### src/common/afps_defines.vh
// Constants for the arc flash protection stage: offsets, fields, timing.
`ifndef AFPS_DEFINES_VH
`define AFPS_DEFINES_VH

// Register offsets, byte addresses on an 8-bit address port.
`define AFPS_REG_CTRL        8'h00
`define AFPS_REG_PASSWORD    8'h04
`define AFPS_REG_SRC_SEL     8'h08
`define AFPS_REG_DELAY       8'h0C
`define AFPS_REG_PICKUP_PH   8'h10
`define AFPS_REG_PICKUP_R1   8'h14
`define AFPS_REG_PICKUP_R2   8'h18
`define AFPS_REG_ROUTE       8'h1C
`define AFPS_REG_STATUS      8'h20
`define AFPS_REG_FORCE_STAT  8'h24
`define AFPS_REG_LIGHT_CNT   8'h28
`define AFPS_REG_START_CNT0  8'h2C
`define AFPS_REG_TRIP_CNT0   8'h38

// Control register fields.
`define AFPS_CTRL_FORCE      0
`define AFPS_CTRL_CLEAR      1
`define AFPS_CTRL_LOCK       2

// Password value that unlocks settings; arbitrary value.
`define AFPS_PASSWORD        32'h0000A5C3

// Light source selection codes: bit0 sensor 1, bit1 sensor 2, bit2 input.
`define AFPS_SEL_S1          0
`define AFPS_SEL_S2          1
`define AFPS_SEL_IN          2

// Routing selector codes for the peer light output.
`define AFPS_ROUTE_S1        3'h1
`define AFPS_ROUTE_S2        3'h2
`define AFPS_ROUTE_BOTH      3'h3
`define AFPS_ROUTE_IN        3'h4
`define AFPS_ROUTE_DLY       3'h5
`define AFPS_ROUTE_TRIP      3'h6

// Timing: delay held in units of 10 ms, range 1 to 15.
`define AFPS_CLK_HZ          125000000
`define AFPS_DLY_UNIT_MS     10
`define AFPS_TICK_CYCLES     ((`AFPS_CLK_HZ / 1000) * `AFPS_DLY_UNIT_MS)
`define AFPS_DLY_MIN         4'h1
`define AFPS_DLY_MAX         4'hF
`define AFPS_FORCE_TIMEOUT_MIN 5
`define AFPS_FORCE_TICKS     (`AFPS_FORCE_TIMEOUT_MIN * 60 * 100)

// Reset values.
`define AFPS_RST_DELAY       4'h1
`define AFPS_RST_PICKUP      16'h0100

`endif

### src/hw/afps_top.v
// Arc flash protection stage: three light+current stages, delayed light.
//
// Local design decisions: the address-and-strobe port and the placing of the registers.
`timescale 1ns/100ps
`include "afps_defines.vh"
// Notes on behaviour
// - Two independent light sensor channels.
// - Peer output driven by sensors or input.
// - Peer output source chosen only by routing.
// - Peer input state routable to destinations.
// - Delayed light, delay 0.01 s to 0.15 s.
// - Delayed light is a routing source.
// - Start reported when selected light seen.
// - Trip needs light and current over pickup.
// - Phase pickup per unit, versus maximum phase current.
// - Residual pickups scaled per own input.
// - Stage source selection has eight codes.
// - Delayed light has own eight-code selection.
// - Delay held in own setting of 10 ms steps.
// - Light counter counts any light source.
// - Per-stage start and trip counters.
// - All counters clearable on command.
// - Shared force flag clears after five minutes.
// - Status writable only while force set.
// - Settings writable only after password.
module afps_top (
    // Clock, reset and enable.
    input  wire        clk_i,
    input  wire        rst_i,
    input  wire        ce_i,
    // Register port.
    input  wire [7:0]  addr_i,
    input  wire [31:0] wdata_i,
    input  wire        wr_i,
    input  wire        rd_i,
    output reg  [31:0] rdata_o,
    // Pins from sensors and peer relay.
    input  wire        light_sensor_one_i,
    input  wire        light_sensor_two_i,
    input  wire        peer_light_input_i,
    // Currents in per unit, 8.8 fixed point, same clock domain.
    input  wire [15:0] max_phase_current_i,
    input  wire [15:0] residual1_current_i,
    input  wire [15:0] residual2_current_i,
    // Results.
    output reg         peer_light_output_o,
    output reg  [2:0]  stage_start_o,
    output reg  [2:0]  stage_trip_o,
    output reg         delayed_light_o,
    output reg         peer_input_state_o
);

    // Pins are asynchronous levels. A change reaches the decisions two
    // enabled edges later and the outputs one edge after that.
    // Pulses shorter than a clock may be missed; sensors hold far longer.

    // Two-flop synchronisers for the three pins.
    reg [2:0]  pin_meta_reg;
    reg [2:0]  pin_sync_reg;
    wire [2:0] pins = {peer_light_input_i, light_sensor_two_i,
                       light_sensor_one_i};

    always @(posedge clk_i) begin
        if (rst_i) begin
            pin_meta_reg <= 3'h0;
            pin_sync_reg <= 3'h0;
        end else if (ce_i) begin
            pin_meta_reg <= pins;
            pin_sync_reg <= pin_meta_reg;
        end
    end

    // One enable gates every register below, so a low enable
    // freezes the whole stage, its test timers included.

    // Settings and control state.
    reg        unlocked_reg;
    reg        force_reg;
    reg [8:0]  stage_sel_reg;   // Three 3-bit source codes.
    reg [2:0]  delayed_light_source_sel_reg;
    reg [3:0]  delay_reg;
    reg [15:0] pickup_reg [0:2];
    reg [2:0]  route_reg;
    reg [2:0]  forced_start_reg;
    reg [2:0]  forced_trip_reg;
    reg        clear_reg;
    reg [31:0] light_event_count_reg;
    reg [31:0] stage_start_count_reg [0:2];
    reg [31:0] stage_trip_count_reg [0:2];
    reg [23:0] tick_cnt_reg;
    reg [23:0] dly_phase_reg;
    reg [15:0] force_ticks_reg;
    reg [3:0]  dly_cnt_reg;
    reg [2:0]  start_prev_reg;
    reg [2:0]  trip_prev_reg;
    reg        any_light_prev_reg;
    integer    i;

    // Password, relock, clear and forced status writes bypass this gate; every other
    // setting write, the force bit included, must pass it.

    // A setting write is honoured only while unlocked.
    wire set_wr = wr_i && unlocked_reg;

    // Trip compares strictly above the pickup, so a current that
    // sits exactly at the setting does not trip.

    // Per-stage light and current decisions.
    reg [2:0] light_hit;
    reg [2:0] over_pickup;
    reg [2:0] start_now;
    reg [2:0] trip_now;
    reg [2:0] sel;
    reg [15:0] cur;

    always @* begin
        sel = 3'h0;
        cur = 16'h0000;
        for (i = 0; i < 3; i = i + 1) begin
            sel = stage_sel_reg[i*3 +: 3];
            // Each code bit enables one source; eight codes total.
            light_hit[i] = |(sel & pin_sync_reg);
            case (i)
                0: cur = max_phase_current_i;
                1: cur = residual1_current_i;
                default: cur = residual2_current_i;
            endcase
            over_pickup[i] = cur > pickup_reg[i];
        end
        // Forced values replace live ones during test.
        start_now = force_reg ? forced_start_reg : light_hit;
        trip_now  = force_reg ? forced_trip_reg
                              : (light_hit & over_pickup);
    end

    // Delayed light: any selected source lit, same codes as the stages.
    wire dly_cond  = |(delayed_light_source_sel_reg
                       & pin_sync_reg);
    wire any_light = |pin_sync_reg;

    // Free-running 10 ms tick for the force timeout. It is never held
    // by the light condition, or force would not expire in the dark.
    wire tick      = (tick_cnt_reg == `AFPS_TICK_CYCLES - 1);

    // The delay tick has its own phase, restarted at condition onset,
    // so the first delay step is always a whole tick long.
    wire dly_tick  = (dly_phase_reg == `AFPS_TICK_CYCLES - 1);

    always @(posedge clk_i) begin
        if (rst_i) begin
            dly_phase_reg <= 24'h000000;
        end else if (ce_i) begin
            if (!dly_cond || dly_tick)
                dly_phase_reg <= 24'h000000;
            else
                dly_phase_reg <= dly_phase_reg + 24'h000001;
        end
    end

    // Unused codes drive the output low rather than hold it.

    // Routing of the peer output; only the selector decides.
    reg route_val;
    always @* begin
        case (route_reg)
            `AFPS_ROUTE_S1:   route_val = pin_sync_reg[0];
            `AFPS_ROUTE_S2:   route_val = pin_sync_reg[1];
            `AFPS_ROUTE_BOTH: route_val = pin_sync_reg[0] | pin_sync_reg[1];
            `AFPS_ROUTE_IN:   route_val = pin_sync_reg[2];
            `AFPS_ROUTE_DLY:  route_val = delayed_light_o;
            `AFPS_ROUTE_TRIP: route_val = |stage_trip_o;
            default:          route_val = 1'b0;
        endcase
    end

    // Writes land at the edge that samples the strobe, so a read in
    // the very next cycle already returns the new value.

    // Register writes, force timeout and delay timer.
    always @(posedge clk_i) begin
        if (rst_i) begin
            unlocked_reg <= 1'b0;
            force_reg <= 1'b0;
            stage_sel_reg <= 9'h000;
            delayed_light_source_sel_reg <= 3'h0;
            delay_reg <= `AFPS_RST_DELAY;
            for (i = 0; i < 3; i = i + 1)
                pickup_reg[i] <= `AFPS_RST_PICKUP;
            route_reg <= 3'h0;
            forced_start_reg <= 3'h0;
            forced_trip_reg <= 3'h0;
            clear_reg <= 1'b0;
            tick_cnt_reg <= 24'h000000;
            force_ticks_reg <= 16'h0000;
            dly_cnt_reg <= 4'h0;
            delayed_light_o <= 1'b0;
        end else if (ce_i) begin
            clear_reg <= 1'b0;
            tick_cnt_reg <= tick ? 24'h000000 : tick_cnt_reg + 24'h000001;
            // Password register unlocks, control lock bit relocks.
            if (wr_i && addr_i == `AFPS_REG_PASSWORD)
                unlocked_reg <= (wdata_i == `AFPS_PASSWORD);
            if (wr_i && addr_i == `AFPS_REG_CTRL) begin
                clear_reg <= wdata_i[`AFPS_CTRL_CLEAR];
                if (wdata_i[`AFPS_CTRL_LOCK])
                    unlocked_reg <= 1'b0;
            end
            // A new force write restarts the five minutes; an authorised
            // write of zero drops the flag early.
            // Force flag: set by authorised write, self-clears on timeout.
            if (set_wr && addr_i == `AFPS_REG_CTRL) begin
                force_reg <= wdata_i[`AFPS_CTRL_FORCE];
                force_ticks_reg <= 16'h0000;
            end else if (force_reg && tick) begin
                if (force_ticks_reg == `AFPS_FORCE_TICKS - 1)
                    force_reg <= 1'b0;
                force_ticks_reg <= force_ticks_reg + 16'h0001;
            end
            if (set_wr) begin
                case (addr_i)
                    `AFPS_REG_SRC_SEL: begin
                        stage_sel_reg <= wdata_i[8:0];
                        delayed_light_source_sel_reg <= wdata_i[18:16];
                    end
                    `AFPS_REG_DELAY: begin
                        // Only bits 3:0 are taken; a delay of zero is raised to the minimum of 1.
                        if (wdata_i[3:0] < `AFPS_DLY_MIN)
                            delay_reg <= `AFPS_DLY_MIN;
                        else
                            delay_reg <= wdata_i[3:0];
                    end
                    `AFPS_REG_PICKUP_PH: pickup_reg[0] <= wdata_i[15:0];
                    `AFPS_REG_PICKUP_R1: pickup_reg[1] <= wdata_i[15:0];
                    `AFPS_REG_PICKUP_R2: pickup_reg[2] <= wdata_i[15:0];
                    `AFPS_REG_ROUTE:     route_reg <= wdata_i[2:0];
                    default: ;
                endcase
            end
            // Forced status only writable while force is on.
            if (wr_i && force_reg && addr_i == `AFPS_REG_FORCE_STAT) begin
                forced_start_reg <= wdata_i[2:0];
                forced_trip_reg  <= wdata_i[6:4];
            end
            // The output drops one edge after the condition clears,
            // without waiting for a tick.
            // Delay timer restarts whenever the condition drops.
            if (!dly_cond) begin
                dly_cnt_reg <= 4'h0;
                delayed_light_o <= 1'b0;
            end else if (dly_tick && !delayed_light_o) begin
                if (dly_cnt_reg + 4'h1 >= delay_reg)
                    delayed_light_o <= 1'b1;
                dly_cnt_reg <= dly_cnt_reg + 4'h1;
            end
        end
    end

    // Edges come from the values that drive the outputs, so forced
    // status during a test counts like a real event.
    // The clear pulse lasts one enabled cycle only.

    // Counters count rising edges; clear wins only without an edge.
    always @(posedge clk_i) begin
        if (rst_i) begin
            start_prev_reg <= 3'h0;
            trip_prev_reg <= 3'h0;
            any_light_prev_reg <= 1'b0;
            light_event_count_reg <= 32'h00000000;
            for (i = 0; i < 3; i = i + 1) begin
                stage_start_count_reg[i] <= 32'h00000000;
                stage_trip_count_reg[i] <= 32'h00000000;
            end
        end else if (ce_i) begin
            start_prev_reg <= start_now;
            trip_prev_reg <= trip_now;
            any_light_prev_reg <= any_light;
            if (any_light && !any_light_prev_reg)
                light_event_count_reg <= clear_reg ? 32'h00000001
                                       : light_event_count_reg + 32'h1;
            else if (clear_reg)
                light_event_count_reg <= 32'h00000000;
            for (i = 0; i < 3; i = i + 1) begin
                if (start_now[i] && !start_prev_reg[i])
                    stage_start_count_reg[i] <= clear_reg ? 32'h00000001
                        : stage_start_count_reg[i] + 32'h1;
                else if (clear_reg)
                    stage_start_count_reg[i] <= 32'h00000000;
                if (trip_now[i] && !trip_prev_reg[i])
                    stage_trip_count_reg[i] <= clear_reg ? 32'h00000001
                        : stage_trip_count_reg[i] + 32'h1;
                else if (clear_reg)
                    stage_trip_count_reg[i] <= 32'h00000000;
            end
        end
    end

    // Each result leaves through a flip-flop: one cycle of latency
    // buys glitch-free pins and routing.

    // Registered outputs.
    always @(posedge clk_i) begin
        if (rst_i) begin
            peer_light_output_o <= 1'b0;
            stage_start_o <= 3'h0;
            stage_trip_o <= 3'h0;
            peer_input_state_o <= 1'b0;
        end else if (ce_i) begin
            peer_light_output_o <= route_val;
            stage_start_o <= start_now;
            stage_trip_o <= trip_now;
            peer_input_state_o <= pin_sync_reg[2];
        end
    end

    // Register map, byte offsets:
    //   0x00 control: bit 0 force, bit 1 clear, bit 2 relock.
    //        Reads give bit 2 as locked, bit 0 as force.
    //   0x04 password: right word unlocks, any other locks.
    //   0x08 codes: stages in 8:0, delayed light in 18:16.
    //   0x0C delay in 10 ms steps, 1 to 15; zero reads 1.
    //   0x10, 0x14, 0x18 pickups, 8.8 per unit.
    //   0x1C routing code of the peer light output.
    //   0x20 live status, 0x24 forced status.
    //   0x28 light count, 0x2C-0x34 starts, 0x38-0x40 trips.
    // Code bits: 0 sensor one, 1 sensor two, 2 peer input.
    // Counters are 32 bits and wrap; clear them in time.
    // Reads have no side effects.

    // Read port: data in the cycle after the strobe, zero if unmapped.
    always @(posedge clk_i) begin
        if (rst_i) begin
            rdata_o <= 32'h00000000;
        end else if (ce_i) begin
            rdata_o <= 32'h00000000;
            if (rd_i) begin
                case (addr_i)
                    `AFPS_REG_CTRL:
                        rdata_o <= {29'h0, ~unlocked_reg, 1'b0, force_reg};
                    `AFPS_REG_SRC_SEL:
                        rdata_o <= {13'h0, delayed_light_source_sel_reg,
                                    7'h0, stage_sel_reg};
                    `AFPS_REG_DELAY:     rdata_o <= {28'h0, delay_reg};
                    `AFPS_REG_PICKUP_PH: rdata_o <= {16'h0, pickup_reg[0]};
                    `AFPS_REG_PICKUP_R1: rdata_o <= {16'h0, pickup_reg[1]};
                    `AFPS_REG_PICKUP_R2: rdata_o <= {16'h0, pickup_reg[2]};
                    `AFPS_REG_ROUTE:     rdata_o <= {29'h0, route_reg};
                    `AFPS_REG_STATUS:
                        rdata_o <= {20'h0, delayed_light_o, pin_sync_reg,
                                    1'b0, stage_trip_o, 1'b0, stage_start_o};
                    `AFPS_REG_FORCE_STAT:
                        rdata_o <= {25'h0, forced_trip_reg, 1'b0,
                                    forced_start_reg};
                    `AFPS_REG_LIGHT_CNT: rdata_o <= light_event_count_reg;
                    8'h2C: rdata_o <= stage_start_count_reg[0];
                    8'h30: rdata_o <= stage_start_count_reg[1];
                    8'h34: rdata_o <= stage_start_count_reg[2];
                    8'h38: rdata_o <= stage_trip_count_reg[0];
                    8'h3C: rdata_o <= stage_trip_count_reg[1];
                    8'h40: rdata_o <= stage_trip_count_reg[2];
                    default: rdata_o <= 32'h00000000;
                endcase
            end
        end
    end

endmodule

### config.mk
export PLATFORM = sky130hd
export DESIGN_NAME = afps_top
export DESIGN_NICKNAME = d
export VERILOG_FILES = /design/src/hw/afps_top.v
export VERILOG_INCLUDE_DIRS = /design/src /design/src/common
export SDC_FILE = /design/constraint.sdc
export NUM_CORES = 1
export LEC_CHECK = 0
export BUFFER_PORTS_ARGS = -buffer_cell sky130_fd_sc_hd__buf_2
export CAP_MARGIN = 5
export CORE_ASPECT_RATIO = 0.6
export CORE_MARGIN = 8
export CORE_UTILIZATION = 50
export CTS_BUF_LIST = sky130_fd_sc_hd__clkbuf_8 sky130_fd_sc_hd__clkbuf_16
export DETAILED_ROUTE_END_ITERATION = 10
export PLACE_DENSITY_LB_ADDON = 0.05
export SLEW_MARGIN = 10
export SYNTH_ARGS = -nofsm -noshare
export SYNTH_HDL_FRONTEND = slang
export SYNTH_SLANG_ARGS = --single-unit
### constraint.sdc
create_clock -name clk_i -period 6.6 [get_ports clk_i]
set_input_delay 1.32 -clock clk_i [delete_from_list [all_inputs] [get_ports clk_i]]
set_output_delay 1.32 -clock clk_i [all_outputs]
set_load 0.01 [all_outputs]
==> tab_implementation.tex <==
\begin{tabular}{lr}
\hline
Metric & Value \\
\hline
\multicolumn{2}{l}{\textbf{Run status}} \\
Outcome & completed \\
\multicolumn{2}{l}{\textbf{STA}} \\
Final total negative setup slack & 0 ns \\
Final Worst Setup Slack & 2.568 ns \\
Setup repair after global routing missed its margin & false \\
Max Freq & 248.0 MHz \\
Total setup violations reported at the end of the flow & 0 \\
Final critical delay including setup and external delays & 4.032 ns \\
Transition time of the tightest slew-check pin & 1.265 ns \\
Max-slew headroom & 15.68\% \\
Final count of hold timing violations & 0 \\
Layout Skew & 0.01925 ns \\
Final count of pins violating max slew & 0 \\
Post-route clock period utilization & 61.10\% \\
\multicolumn{2}{l}{\textbf{Worst setup path}} \\
Critical path data required time & 6.86 ns \\
CP Capture Type & flip-flop \\
Biggest fanout along the worst timing path & 48 \\
Worst setup path category & input port to flip-flop \\
Arrival time of the worst setup path & 4.30 ns \\
Kind of start point of the critical path & input port \\
\multicolumn{2}{l}{\textbf{Place}} \\
Placed wire-length estimate & 52650 µm \\
Final RePlAce weighted congestion & 0.9038 \\
Buffers on Ports & 136 \\
Inst Count DP & 3002 \\
Placed inst area & 0.02330 mm² \\
Worst slack at placement & 2.109 ns \\
\multicolumn{2}{l}{\textbf{GRT}} \\
Overflow after GRT & 0 \\
GRT Overall Usage & 27.38\% \\
Number of global-route vias before repair & 17819 \\
Wire length of the first global-routing pass & 109600 µm \\
Pin count of the biggest net entering global routing & 62 \\
Initial antenna violation count & 2 \\
\multicolumn{2}{l}{\textbf{Routing}} \\
DR pass1 iterations & 7 \\
Drt total wl & 72410 µm \\
Remaining routing DRC violations & 0 \\
Initial detailed-routing violation count & 2770 \\
Number of vias in the routed layout & 19643 \\
Vias per inst & 6.384 \\
Average wire length per cell after detail routing & 23.53 µm \\
Post-route ant nets & 0 \\
\multicolumn{2}{l}{\textbf{Logic synthesis}} \\
Fraction of synthesis flops using an asynchronous set or reset pin & 0\% \\
Post-synthesis cell type count & 72 \\
Syn Area/Cell & 9.306 µm² \\
Area share of the leading cell type in the synthesized netlist & 23.99\% \\
Count of flip-flops with a built-in enable after synthesis & 176 \\
Flip-flop cell with the highest count after synthesis & sky130\_fd\_sc\_hd\_\_dfxtp\_1 \\
Post-synth top area cell & sky130\_fd\_sc\_hd\_\_edfxtp\_1 \\
Area of the mapped netlist & 0.02203 mm² \\
FF+latch count, synth & 416 \\
Synth Instances & 2367 \\
Count of warnings emitted by yosys & 0 \\
Leading cell types by total area after synthesis & sky130\_fd\_sc\_hd\_\_edfxtp\_1 (24\%), sky130\_fd\_sc\_hd\_\_dfxtp\_1 (22\%), sky130\_fd\_sc\_hd\_\_nor2\_1 (4.9\%), sky130\_fd\_sc\_hd\_\_xor2\_1 (4.3\%), sky130\_fd\_sc\_hd\_\_xnor2\_1 (3.9\%) \\
Proportion of synthesized chip area in sequential cells & 45.81\% \\
Post-Syn Nets & 2526 \\
\multicolumn{2}{l}{\textbf{Hold path}} \\
Hold crit path type & flip-flop to flip-flop \\
\multicolumn{2}{l}{\textbf{CTS}} \\
Depth of the CTS H-tree & 2 \\
TritonCTS clock tree & built \\
Clock buffer depth & 3 \\
Gates resized, CTS repair & 0 \\
Latest clock arrival within the worst-skew pair & 0.55 ns \\
Cell chosen for the clock root & sky130\_fd\_sc\_hd\_\_clkbuf\_16 \\
Number of clock buffers inserted by TritonCTS & 40 \\
Setup Fix Bufs, Post-CTS & 0 \\
Clock tree sinks & 416 \\
Clock-pin slew on the worst setup and hold paths & 0.07 ns \\
Number of hold buffers added after CTS & 0 \\
\multicolumn{2}{l}{\textbf{Floorplan}} \\
Core Footprint & 0.04341 mm² \\
Die width & 287.0 µm \\
Boundary Pins & 137 \\
Die outline area & 0.05125 mm² \\
Standard-cell row count & 59 \\
Initial standard-cell utilization of the core & 50.75\% \\
Vertical die dimension & 178.6 µm \\
\multicolumn{2}{l}{\textbf{Cells and area}} \\
Area delta synth->final & 11.75\% \\
Post-layout net count & 2625 \\
Final instance area & 0.02461 mm² \\
Post-layout instance count excluding filler cells & 3077 \\
Fraction of final layout cells with drive strength greater than 1 & 10.69\% \\
Layout Utilization & 56.71\% \\
Number of antenna repair diodes & 0 \\
\multicolumn{2}{l}{\textbf{Run}} \\
Number of violations of the max-capacitance limit & 0 \\
\multicolumn{2}{l}{\textbf{Power}} \\
Internal & 4115 µW \\
Power per cell area & 219.5 mW/mm² \\
Switching Fraction & 23.84\% \\
Leakage power summed over all cells & 0.008589 µW \\
Peak ir drop on the vdd network & 0.1934 mV \\
Sequential share of power & 52.0\% \\
Psw & 1288 µW \\
Comb pwr share & 5.1\% \\
Share of power burned in the clock network & 42.8\% \\
\hline
\end{tabular}
==> worst max-delay path, cell delays in order <==
cell,delay (ns)
sky130_fd_sc_hd__buf_2,0.10
sky130_fd_sc_hd__ha_1,0.31
sky130_fd_sc_hd__a21o_1,0.16
sky130_fd_sc_hd__nand3_1,0.07
sky130_fd_sc_hd__a21oi_1,0.06
sky130_fd_sc_hd__a2111oi_0,0.52
sky130_fd_sc_hd__o211ai_1,0.30
sky130_fd_sc_hd__a32oi_4,0.68
sky130_fd_sc_hd__buf_4,0.59
sky130_fd_sc_hd__a211oi_1,0.15
==> Yosys cell counts (all sizes together) (5+ instances only) <==
cell,number
a2111oi,5
a211oi,61
a21o,22
a21oi,115
a221oi,32
a222oi,48
a22o,15
a22oi,50
a31oi,15
and2,28
and3,43
and4,17
buf,35
clkbuf,79
dfxtp,240
edfxtp,176
ha,63
inv,81
mux2i,31
nand2,210
nand2b,13
nand3,110
nand4,83
nor2,291
nor2b,11
nor3,37
nor4,28
nor4b,10
o211ai,7
o21ai,87
o31ai,13
or2,5
or3,39
or4,20
or4b,8
xnor2,98
xor2,108
==> power groups by stage <==
stage / Sequential (µW) / Combinational [µW] / Clock, µW
3_3_place_gp: 2860 / 262 / 0
6_report: 2810 / 277 / 2310
5_1_grt: 2810 / 304 / 2450
2_1_floorplan: 2830 / 171 / 0
3_5_place_dp: 2860 / 270 / 0
4_1_cts: 2810 / 272 / 2350
==> logic make-up after synthesis <==
group | share of synthesized area (%)
adder cells (fa/ha/maj) | 3.579
AO/OA/AOI/OAI | 15.68
AND/OR/NAND/NOR | 21.67
XOR/XNOR | 8.191
buffers and inverters | 3.567
multiplexers | 1.511
flip-flops | 45.81
==> cell type report <==
class	count	area [µm²]
clock inverters	26	141.4
flip-flops and latches	416	10090
repair buffers	171	955.9
multi-input cells	1756	11240
well taps	579	724.4
inverters	81	304.0
fillers	3910	18790
clock buffers	48	1156
==> path summary, 6_finish.rpt <==
check / start / end / slack [ns] / depth (start not counted)
max: residual1_current_i[5] / stage_trip_count_reg[1][12] / 2.57 / 10
min: rdata_o[17] / rdata_o[17] / 0.45 / 2
max reg2reg: pin_sync_reg[2] / stage_start_count_reg[1][31] / 2.66 / 7
min reg2reg: rdata_o[17] / rdata_o[17] / 0.45 / 2
==> routing by layer <==
layer | vias to the layer above | GRT usage [%] | routed length, µm
met3 | 91 | 7.646 | 9660
met1 | 9494 | 41.77 | 32690
met5 | - | 0 | 26
met2 | 1061 | 38.19 | 28820
li1 | 8993 | - | -
met4 | 4 | 4.851 | 1211
==> per-stage QoR <==
step | hold WS [ns] | power (µW)
2_1_floorplan | 0.4490 | 2998
3_3_place_gp | 0.4337 | 3123
3_5_place_dp | 0.4434 | 3133
4_1_cts | 0.4583 | 5423
5_1_grt | 0.4838 | 5568
6_report | 0.4536 | 5403
==> cell usage in the layout (no fill, tap or decap), types with 61 or more instances in the layout <==
cell type / count
sky130_fd_sc_hd__a21oi_1: 114
sky130_fd_sc_hd__a211oi_1: 61
sky130_fd_sc_hd__ha_1: 63
sky130_fd_sc_hd__xnor2_1: 98
sky130_fd_sc_hd__buf_2: 136
sky130_fd_sc_hd__inv_1: 93
sky130_fd_sc_hd__edfxtp_1: 176
sky130_fd_sc_hd__dfxtp_1: 240
sky130_fd_sc_hd__nand4_1: 83
sky130_fd_sc_hd__xor2_1: 108
sky130_fd_sc_hd__o21ai_0: 82
sky130_fd_sc_hd__nand2_1: 210
sky130_fd_sc_hd__nor2_1: 281
sky130_fd_sc_hd__nand3_1: 110
No activity file was read; power rests on OpenSTA's default activity.
